[config.mk]
export PLATFORM = sky130hd
export DESIGN_NAME = serdes_link_status_regs
export DESIGN_NICKNAME = d
export VERILOG_FILES = /design/src/verilog/serdes_status_pkg.sv /design/src/verilog/quad_status_capture.sv /design/src/verilog/port_request_latch.sv /design/src/verilog/serdes_link_status_regs.sv
export SDC_FILE = /design/constraint.sdc
export NUM_CORES = 1
export LEC_CHECK = 0
export ABC_CLOCK_PERIOD_IN_PS = 2700
export BUFFER_PORTS_ARGS = -buffer_cell sky130_fd_sc_hd__buf_4
export CORE_UTILIZATION = 51
export DETAILED_ROUTE_END_ITERATION = 8
export PLACE_DENSITY = 0.91
export SYNTH_ARGS = -nofsm -noshare
export SYNTH_HDL_FRONTEND = slang
export SYNTH_SLANG_ARGS = --single-unit
export TNS_END_PERCENT = 50
[constraint.sdc]
create_clock -name clk_sys -period 2.7 [get_ports clk_sys]
set_input_delay 0.54 -clock clk_sys [delete_from_list [all_inputs] [get_ports clk_sys]]
set_output_delay 0.54 -clock clk_sys [all_outputs]
set_load 0.02 [all_outputs]
[src/verilog/serdes_status_pkg.sv]
// Purpose: Shared constants for the transceiver status register bank.
// Assumes: 18-bit system address, 8-bit registers on data bits 0 to 7.
// Notes: Field bit n of a register sits on data bit n.
package serdes_status_pkg;

  // ****************************************
  // Bus geometry
  // ****************************************
  localparam int ADDR_W = 18;
  localparam int DATA_W = 8;

  // ****************************************
  // Register offsets
  // ****************************************
  localparam logic [17:0] QUAD_A_LINK_SYNC_STATE = 18'h30804;
  localparam logic [17:0] QUAD_A_ALIGNMENT_STATUS = 18'h30805;
  localparam logic [17:0] QUAD_A_PAIR_SYNC_STATUS = 18'h30814;
  localparam logic [17:0] QUAD_B_LINK_SYNC_STATE = 18'h30904;
  localparam logic [17:0] QUAD_B_ALIGNMENT_STATUS = 18'h30905;
  localparam logic [17:0] QUAD_B_PAIR_SYNC_STATUS = 18'h30914;
  localparam logic [17:0] QUAD_B_SPARE = 18'h30933;

  // ****************************************
  // Field positions
  // ****************************************
  localparam int LINK_SYNC_FIRST_LO = 4;
  localparam int LINK_SYNC_SECOND_LO = 6;
  localparam int WORD_ALIGN_FIRST_BIT = 2;
  localparam int WORD_ALIGN_SECOND_BIT = 3;
  localparam int LANE_ALIGN_FIRST_BIT = 6;
  localparam int LANE_ALIGN_SECOND_BIT = 7;
  localparam int PAIR_OVERFLOW_BIT = 1;
  localparam int PAIR_SYNC_LOST_BIT = 4;

  // ****************************************
  // Link sync codes, first digit on lower bit
  // ****************************************
  localparam logic [1:0] SYNC_NONE = 2'h0;
  localparam logic [1:0] SYNC_DONE = 2'h1;
  localparam logic [1:0] SYNC_NO_COMMA_CV = 2'h2;
  localparam logic [1:0] SYNC_UNUSED = 2'h3;

  // ****************************************
  // Reset values
  // ****************************************
  localparam logic [7:0] STATUS_RESET = 8'h00;
  localparam logic [1:0] SYNC_RESET = 2'h0;

  // ****************************************
  // Register selection
  // ****************************************
  typedef enum logic [2:0] {
    SEL_NONE = 3'h0,
    SEL_A_SYNC = 3'h1,
    SEL_A_ALIGN = 3'h2,
    SEL_A_PAIR = 3'h3,
    SEL_B_SYNC = 3'h4,
    SEL_B_ALIGN = 3'h5,
    SEL_B_PAIR = 3'h6,
    SEL_B_SPARE = 3'h7
  } reg_sel_t;

endpackage : serdes_status_pkg

[src/verilog/quad_status_capture.sv]
// Purpose: Sticky clear-on-read status flags of one transceiver quad.
// Assumes: Status inputs come from logic on clk_sys.
// Notes: A new event in the clearing cycle survives the clear.
`timescale 1ns/1ps
module quad_status_capture (
  input wire logic clk_sys,
  input wire logic arst_n,
  input wire logic [1:0] link_sync_state_first,
  input wire logic [1:0] link_sync_state_second,
  input wire logic word_align_ok_first,
  input wire logic word_align_ok_second,
  input wire logic lane_align_ok_first,
  input wire logic lane_align_ok_second,
  input wire logic pair_fifo_overflow,
  input wire logic pair_sync_lost,
  input wire logic clear_sync,
  input wire logic clear_align,
  input wire logic clear_pair,
  output logic [7:0] sync_value,
  output logic [7:0] align_value,
  output logic [7:0] pair_value
);

  logic [1:0] sync_first;
  logic [1:0] sync_second;
  logic [1:0] next_sync_first;
  logic [1:0] next_sync_second;
  logic [3:0] align_flags;
  logic [3:0] next_align_flags;
  logic [1:0] pair_flags;
  logic [1:0] next_pair_flags;

  // Latest reported code wins; unused code never reported
  function automatic logic [1:0] next_code(input logic [1:0] held, input logic [1:0] live,
                                           input logic clr);
    logic [1:0] result;
    result = clr ? serdes_status_pkg::SYNC_RESET : held;
    if (live != serdes_status_pkg::SYNC_NONE && live != serdes_status_pkg::SYNC_UNUSED) begin
      result = live;
    end
    return result;
  endfunction : next_code

  // ****************************************
  // Next values
  // ****************************************
  always_comb begin
    next_sync_first = next_code(sync_first, link_sync_state_first, clear_sync);
    next_sync_second = next_code(sync_second, link_sync_state_second, clear_sync);
    next_align_flags = (clear_align ? 4'h0 : align_flags) |
                       {lane_align_ok_second, lane_align_ok_first,
                        word_align_ok_second, word_align_ok_first};
    next_pair_flags = (clear_pair ? 2'h0 : pair_flags) |
                      {pair_sync_lost, pair_fifo_overflow};
  end

  always_ff @(posedge clk_sys or negedge arst_n) begin
    if (!arst_n) begin
      sync_first <= serdes_status_pkg::SYNC_RESET;
      sync_second <= serdes_status_pkg::SYNC_RESET;
      align_flags <= 4'h0;
      pair_flags <= 2'h0;
    end else begin
      sync_first <= next_sync_first;
      sync_second <= next_sync_second;
      align_flags <= next_align_flags;
      pair_flags <= next_pair_flags;
    end
  end

  // ****************************************
  // Register images, reserved bits zero
  // ****************************************
  always_comb begin
    sync_value = serdes_status_pkg::STATUS_RESET;
    sync_value[serdes_status_pkg::LINK_SYNC_FIRST_LO +: 2] = sync_first;
    sync_value[serdes_status_pkg::LINK_SYNC_SECOND_LO +: 2] = sync_second;
    align_value = serdes_status_pkg::STATUS_RESET;
    align_value[serdes_status_pkg::WORD_ALIGN_FIRST_BIT] = align_flags[0];
    align_value[serdes_status_pkg::WORD_ALIGN_SECOND_BIT] = align_flags[1];
    align_value[serdes_status_pkg::LANE_ALIGN_FIRST_BIT] = align_flags[2];
    align_value[serdes_status_pkg::LANE_ALIGN_SECOND_BIT] = align_flags[3];
    pair_value = serdes_status_pkg::STATUS_RESET;
    pair_value[serdes_status_pkg::PAIR_OVERFLOW_BIT] = pair_flags[0];
    pair_value[serdes_status_pkg::PAIR_SYNC_LOST_BIT] = pair_flags[1];
  end

endmodule : quad_status_capture

[src/verilog/port_request_latch.sv]
// Purpose: Picks one of two requesting ports and holds the taken request.
// Assumes: Requests come from logic on clk_sys and stay high until acknowledged.
// Notes: Processor port has priority when both ask together.
`timescale 1ns/1ps
module port_request_latch (
  input wire logic clk_sys,
  input wire logic arst_n,
  input wire logic take,
  input wire logic proc_req,
  input wire logic proc_write,
  input wire logic [17:0] proc_addr,
  input wire logic fab_req,
  input wire logic fab_write,
  input wire logic [17:0] fab_addr,
  output logic any_req,
  output logic held_from_fab,
  output logic held_write,
  output logic [17:0] held_addr
);

  logic next_from_fab;
  logic next_write;
  logic [17:0] next_addr;

  // ****************************************
  // Priority choice, same address map for both
  // ****************************************
  always_comb begin
    any_req = proc_req | fab_req;
    next_from_fab = held_from_fab;
    next_write = held_write;
    next_addr = held_addr;
    if (take && proc_req) begin
      next_from_fab = 1'b0;
      next_write = proc_write;
      next_addr = proc_addr;
    end else if (take && fab_req) begin
      next_from_fab = 1'b1;
      next_write = fab_write;
      next_addr = fab_addr;
    end
  end

  always_ff @(posedge clk_sys or negedge arst_n) begin
    if (!arst_n) begin
      held_from_fab <= 1'b0;
      held_write <= 1'b0;
      held_addr <= 18'h00000;
    end else begin
      held_from_fab <= next_from_fab;
      held_write <= next_write;
      held_addr <= next_addr;
    end
  end

endmodule : port_request_latch

[src/verilog/serdes_link_status_regs.sv]
// Purpose: Clear-on-read status register bank of both transceiver quads.
// Assumes: Processor and fabric master ports and status inputs run on clk_sys.
// Notes: Read data and acknowledge come straight from flops.
`timescale 1ns/1ps
module serdes_link_status_regs (
  input wire logic clk_sys,
  input wire logic arst_n,
  input wire logic proc_req,
  input wire logic proc_write,
  input wire logic [17:0] proc_addr,
  output logic proc_ack,
  output logic [7:0] proc_rdata,
  input wire logic fab_req,
  input wire logic fab_write,
  input wire logic [17:0] fab_addr,
  output logic fab_ack,
  output logic [7:0] fab_rdata,
  input wire logic [1:0] quad_a_link_sync_first,
  input wire logic [1:0] quad_a_link_sync_second,
  input wire logic quad_a_word_align_first,
  input wire logic quad_a_word_align_second,
  input wire logic quad_a_lane_align_first,
  input wire logic quad_a_lane_align_second,
  input wire logic quad_a_pair_fifo_overflow,
  input wire logic quad_a_pair_sync_lost,
  input wire logic [1:0] quad_b_link_sync_first,
  input wire logic [1:0] quad_b_link_sync_second,
  input wire logic quad_b_word_align_first,
  input wire logic quad_b_word_align_second,
  input wire logic quad_b_lane_align_first,
  input wire logic quad_b_lane_align_second,
  input wire logic quad_b_pair_fifo_overflow,
  input wire logic quad_b_pair_sync_lost
);

  // ****************************************
  // Access sequencer states
  // ****************************************
  typedef enum logic [2:0] {
    ST_IDLE = 3'b001,
    ST_ACCESS = 3'b010,
    ST_RELEASE = 3'b100
  } access_state_t;

  access_state_t state;
  access_state_t next_state;

  logic take;
  logic any_req;
  logic held_from_fab;
  logic held_write;
  logic [17:0] held_addr;
  serdes_status_pkg::reg_sel_t sel;

  logic [7:0] a_sync;
  logic [7:0] a_align;
  logic [7:0] a_pair;
  logic [7:0] b_sync;
  logic [7:0] b_align;
  logic [7:0] b_pair;
  logic [7:0] read_value;
  logic reading;
  logic clr_a_sync;
  logic clr_a_align;
  logic clr_a_pair;
  logic clr_b_sync;
  logic clr_b_align;
  logic clr_b_pair;

  logic next_proc_ack;
  logic next_fab_ack;
  logic [7:0] next_proc_rdata;
  logic [7:0] next_fab_rdata;

  // Same 18-bit map for both ports; unmapped gives SEL_NONE
  function automatic serdes_status_pkg::reg_sel_t decode_addr(input logic [17:0] addr);
    serdes_status_pkg::reg_sel_t result;
    result = serdes_status_pkg::SEL_NONE;
    if (addr == serdes_status_pkg::QUAD_A_LINK_SYNC_STATE) begin
      result = serdes_status_pkg::SEL_A_SYNC;
    end else if (addr == serdes_status_pkg::QUAD_A_ALIGNMENT_STATUS) begin
      result = serdes_status_pkg::SEL_A_ALIGN;
    end else if (addr == serdes_status_pkg::QUAD_A_PAIR_SYNC_STATUS) begin
      result = serdes_status_pkg::SEL_A_PAIR;
    end else if (addr == serdes_status_pkg::QUAD_B_LINK_SYNC_STATE) begin
      result = serdes_status_pkg::SEL_B_SYNC;
    end else if (addr == serdes_status_pkg::QUAD_B_ALIGNMENT_STATUS) begin
      result = serdes_status_pkg::SEL_B_ALIGN;
    end else if (addr == serdes_status_pkg::QUAD_B_PAIR_SYNC_STATUS) begin
      result = serdes_status_pkg::SEL_B_PAIR;
    end else if (addr == serdes_status_pkg::QUAD_B_SPARE) begin
      result = serdes_status_pkg::SEL_B_SPARE;
    end
    return result;
  endfunction : decode_addr

  // ****************************************
  // Request capture
  // ****************************************
  port_request_latch u_request (
    .clk_sys(clk_sys),
    .arst_n(arst_n),
    .take(take),
    .proc_req(proc_req),
    .proc_write(proc_write),
    .proc_addr(proc_addr),
    .fab_req(fab_req),
    .fab_write(fab_write),
    .fab_addr(fab_addr),
    .any_req(any_req),
    .held_from_fab(held_from_fab),
    .held_write(held_write),
    .held_addr(held_addr)
  );

  // ****************************************
  // Per-quad status copies
  // ****************************************
  quad_status_capture u_quad_a (
    .clk_sys(clk_sys),
    .arst_n(arst_n),
    .link_sync_state_first(quad_a_link_sync_first),
    .link_sync_state_second(quad_a_link_sync_second),
    .word_align_ok_first(quad_a_word_align_first),
    .word_align_ok_second(quad_a_word_align_second),
    .lane_align_ok_first(quad_a_lane_align_first),
    .lane_align_ok_second(quad_a_lane_align_second),
    .pair_fifo_overflow(quad_a_pair_fifo_overflow),
    .pair_sync_lost(quad_a_pair_sync_lost),
    .clear_sync(clr_a_sync),
    .clear_align(clr_a_align),
    .clear_pair(clr_a_pair),
    .sync_value(a_sync),
    .align_value(a_align),
    .pair_value(a_pair)
  );

  quad_status_capture u_quad_b (
    .clk_sys(clk_sys),
    .arst_n(arst_n),
    .link_sync_state_first(quad_b_link_sync_first),
    .link_sync_state_second(quad_b_link_sync_second),
    .word_align_ok_first(quad_b_word_align_first),
    .word_align_ok_second(quad_b_word_align_second),
    .lane_align_ok_first(quad_b_lane_align_first),
    .lane_align_ok_second(quad_b_lane_align_second),
    .pair_fifo_overflow(quad_b_pair_fifo_overflow),
    .pair_sync_lost(quad_b_pair_sync_lost),
    .clear_sync(clr_b_sync),
    .clear_align(clr_b_align),
    .clear_pair(clr_b_pair),
    .sync_value(b_sync),
    .align_value(b_align),
    .pair_value(b_pair)
  );

  // ****************************************
  // Decode, read mux and clear strobes
  // ****************************************
  always_comb begin
    sel = decode_addr(held_addr);
    reading = (state == ST_ACCESS) && !held_write;
    case (sel)
      serdes_status_pkg::SEL_A_SYNC: read_value = a_sync;
      serdes_status_pkg::SEL_A_ALIGN: read_value = a_align;
      serdes_status_pkg::SEL_A_PAIR: read_value = a_pair;
      serdes_status_pkg::SEL_B_SYNC: read_value = b_sync;
      serdes_status_pkg::SEL_B_ALIGN: read_value = b_align;
      serdes_status_pkg::SEL_B_PAIR: read_value = b_pair;
      default: read_value = serdes_status_pkg::STATUS_RESET;
    endcase
    if (!reading) begin
      read_value = serdes_status_pkg::STATUS_RESET;
    end
    clr_a_sync = reading && (sel == serdes_status_pkg::SEL_A_SYNC);
    clr_a_align = reading && (sel == serdes_status_pkg::SEL_A_ALIGN);
    clr_a_pair = reading && (sel == serdes_status_pkg::SEL_A_PAIR);
    clr_b_sync = reading && (sel == serdes_status_pkg::SEL_B_SYNC);
    clr_b_align = reading && (sel == serdes_status_pkg::SEL_B_ALIGN);
    clr_b_pair = reading && (sel == serdes_status_pkg::SEL_B_PAIR);
  end

  // ****************************************
  // Access sequencer
  // ****************************************
  always_comb begin
    next_state = state;
    take = 1'b0;
    case (state)
      ST_IDLE: begin
        if (any_req) begin
          take = 1'b1;
          next_state = ST_ACCESS;
        end
      end
      ST_ACCESS: begin
        next_state = ST_RELEASE;
      end
      ST_RELEASE: begin
        next_state = ST_IDLE;
      end
      default: begin
        next_state = ST_IDLE;
      end
    endcase
  end

  // ****************************************
  // Answer registers
  // ****************************************
  always_comb begin
    next_proc_ack = (state == ST_ACCESS) && !held_from_fab;
    next_fab_ack = (state == ST_ACCESS) && held_from_fab;
    next_proc_rdata = next_proc_ack ? read_value : 8'h00;
    next_fab_rdata = next_fab_ack ? read_value : 8'h00;
  end

  always_ff @(posedge clk_sys or negedge arst_n) begin
    if (!arst_n) begin
      state <= ST_IDLE;
      proc_ack <= 1'b0;
      fab_ack <= 1'b0;
      proc_rdata <= 8'h00;
      fab_rdata <= 8'h00;
    end else begin
      state <= next_state;
      proc_ack <= next_proc_ack;
      fab_ack <= next_fab_ack;
      proc_rdata <= next_proc_rdata;
      fab_rdata <= next_fab_rdata;
    end
  end

endmodule : serdes_link_status_regs

==> flow_summary.yaml <==
run_status:
  outcome: "complete, no violations"
clock_network:
  cts.repair.resized: 0
  clock_tree.buffer_depth: 2
  number_of_hold_repair_buffers_added_at_the_cts_stage: 0
  worst_setup_hold_path_clk_slew_ns: 0.07
  number_of_h_tree_levels: 3
  worstSkewPairLatency_ns: 0.34
  cts_sinks: 59
  cts.repair_timing.setup_buffer_count: 0
  cts_tree: "done"
  tritoncts.num_buffers: 9
  cts_root_buf: "clkbuf_8"
route:
  firstDrtPassIters: 4
  dr.first_iter.drc_count: 90
  final_antenna_net_count: 0
  vias_per_instance: 5.29
  totalWireLength_um: 5730
  detailroute.via_count: 2138
  drt-wirelength-per-cell_um: 14.2
  drc: 0
timing:
  fin_crit_ns: 2.35
  timing.slew.headroom: 0.525
  final_setup_violation_count: 0
  timing.setup.tns_ns: 0
  final-hold-violation-count: 0
  skew_ns: 0.0132
  worst_pin_slew_ns: 0.712
  finalCritPeriodShare: 0.872
  finalMaxSlewViolations: 0
  achievable-frequency_ghz: 0.425
  rsz0062_at_grt: "no"
critical_path:
  path_max_fanout: 6
  r2r.worst_path.cells: 4
  endpoint_kind: "flop"
  crit_path_max_incr_delay_ns: 0.74
  worst_r2r_endpoint: "u_quad_a.sync_second[1]"
  critical_path_class: "flop to flop"
  r2r_start: "state[2]"
  timing.critical_path.cells: "or4b_2, or3_1, o21ai_1, mux2_2"
  startpoint_type: "flop"
  timing.critical_path.arrival_ns: 2.57
  worst-r2r-setup-slack_ns: 0.35
  worst_path_required_time_ns: 2.92
  critical-path-slowest-cell: "or4b_2"
place:
  place.port_buffers: 77
  gp_routability_congestion: 0.806
  place.detailed.hpwl_um: 4360
final_layout:
  final_cell_utilization_of_the_core: 0.701
  design.final.nets: 399
  flow.area_growth_from_synthesis_pct: 30.9
  fillers: 394
  ratio_of_cells_with_drive_above_1_in_the_final_layout: 0.368
  antennaDiodeCount: 0
logic_synthesis:
  synth_area_um2: 2750
  yosysUniqueCellTypes: 36
  synth-seq-area-share: 0.537
  synth.ff_latch_count: 59
  warnings_synthesis: 0
  synth.avg_cell_area_um2: 11.1
  synthesis.instances: 249
die:
  coreArea_um2: 5140
  io-pin-count: 80
  chipWidth_um: 75.5
  dieHeight_um: 75.5
  dieArea_um2: 5690
  cell_rows: 26
  initial_core_util: 0.536
global_route:
  overflow: 0
  largest_net_degree_at_the_start_of_global_routing: 60
  grt_use_total: 0.226
  grt_antenna_before_repair: 0
  grt_pass1_wl_um: 9290
  grt_pass1_vias: 2066
power:
  total_leakage_power_nw: 1.61
  peakVddDrop_mv: 0.512
  power_density_nw_per_um2: 782
run:
  maxCapViolCount: 0
worst_hold_path:
  worstHoldPathType: "input pin to async pin"
## worst max-delay path: cells and delay by family (launching register included)
kind | cells | cell delay (ns)
muxes | 1 | 0.36
AOI/OAI and AO/OA | 1 | 0.22
and+or+nand+nor | 2 | 1.18
DFF | 1 | 0.46
## synthesized netlist by cell type
cell type  count  area [um2]
nor4_1         2        12.5
clkbuf_1       7        26.3
nand2_1       25        93.8
nand4_1        5        31.3
conb_1         1        3.75
buf_1          1        3.75
or4_4          4        45.0
a21o_1        12        90.1
or4b_4         1        13.8
or4b_1         1        10.0
or3b_2         1        8.76
mux4_2         1        22.5
or4_1          1        7.51
nor3_1         9        45.0
buf_4          2        15.0
buf_2          1        5.00
nor3b_1        1        7.51
dfstp_2        1        26.3
o21ai_0       19        95.1
or4b_2         3        30.0
ha_1           8         100
a2111o_1       1        11.3
mux2_2        15         169
dfrtp_1       58        1450
nand4b_1       1        8.76
nor4bb_1       2        20.0
a21oi_1        6        30.0
mux2i_1       18         180
nand3_1        5        25.0
or2_2          1        6.26
or3_1          3        18.8
inv_1         12        45.0
o21ai_1        4        20.0
nor2b_1        1        6.26
nor2_1        15        56.3
nand4bb_1      1        11.3
## routing by layer
metal  GRT usage  wire length [um]  vias up
met5           0                 0        -
met4       0.111               106        0
met3      0.0556               391       13
met2       0.369              2840       90
met1       0.282              2390      994
li1            -                 -     1041
## stage by stage
stage | hold WS, ns | setup slack (ns) | area [um2] | cells | total power, mW
3_5_place_dp | 0.466 | 0.351 | 3420 | 388 | 2.09
4_1_cts | 0.281 | 0.334 | 3600 | 404 | 2.84
3_3_place_gp | 0.454 | 0.414 | 3420 | 388 | 2.04
5_1_grt | 0.320 | 0.234 | 3600 | 404 | 2.99
6_report | 0.257 | 0.346 | 3600 | 404 | 2.82
2_1_floorplan | 0.244 | 0.545 | 2760 | 250 | 1.80
## area by class of cell
| type | count | area [um2] | area share |
|---|---|---|---|
| sequential | 59 | 1480 | 0.410 |
| multi-input combinational | 168 | 1210 | 0.337 |
| timing repair buffer | 79 | 593 | 0.165 |
| clock buffer | 10 | 128 | 0.0354 |
| tap | 70 | 87.6 | 0.0243 |
| clock inverter | 6 | 57.6 | 0.0160 |
| inverter | 12 | 45.0 | 0.0125 |
## state kept, by name, summed over array words and instances, names as in the netlist, 2 cells and up
signal                cells
u_quad_a.pair_flags       2
u_quad_a.sync_second      2
u_quad_b.pair_flags       2
u_quad_b.sync_second      2
u_request.held_addr      18
fab_rdata                 7
state                     3
u_quad_b.align_flags      4
u_quad_a.sync_first       2
u_quad_a.align_flags      4
proc_rdata                7
u_quad_b.sync_first       2
## cells by family (layout without fill, tap and decap cells)
logic type / Yosys count / after routing / share of synthesized area
adders and majority gates: 8 / 8 / 0.0364
AOI/OAI and AO/OA: 42 / 42 / 0.0895
buffers and inverters: 23 / 107 / 0.0345
other: 1 / 2 / 0.00136
muxes: 34 / 34 / 0.135
and+or+nand+nor: 82 / 82 / 0.166
DFF: 59 / 59 / 0.537
## power breakdown
group          internal, mW  switching [mW]  total [mW]
sequential             1.09           0.205        1.29
clock                 0.419           0.328       0.746
combinational         0.392           0.389       0.781
total                  1.90           0.921        2.82
## layout by cell type (no fill, tap or decap), drive strengths merged, types with 5 or more instances in the layout
cell	n
buf	79
dfrtp	58
nand2	25
o21ai	23
mux2i	18
nor2	15
mux2	15
inv	12
a21o	12
clkbuf	10
nor3	9
ha	8
a21oi	6
nand4	5
nand3	5
or4	5
or4b	5
## how the worst max path moves through the flow
stage / endpoint / from / slack, ns
detailed placement: u_quad_a.sync_first[1] / state[2] / 0.35
global route: u_quad_a.sync_first[1] / state[2] / 0.23
finish: u_quad_a.sync_second[1] / state[2] / 0.35
global placement: u_quad_b.sync_second[0] / state[2] / 0.41
CTS: u_quad_a.sync_second[1] / state[2] / 0.33
floorplan: u_quad_b.sync_first[0] / state[2] / 0.54
No activity file was read; power rests on OpenSTA's default activity.
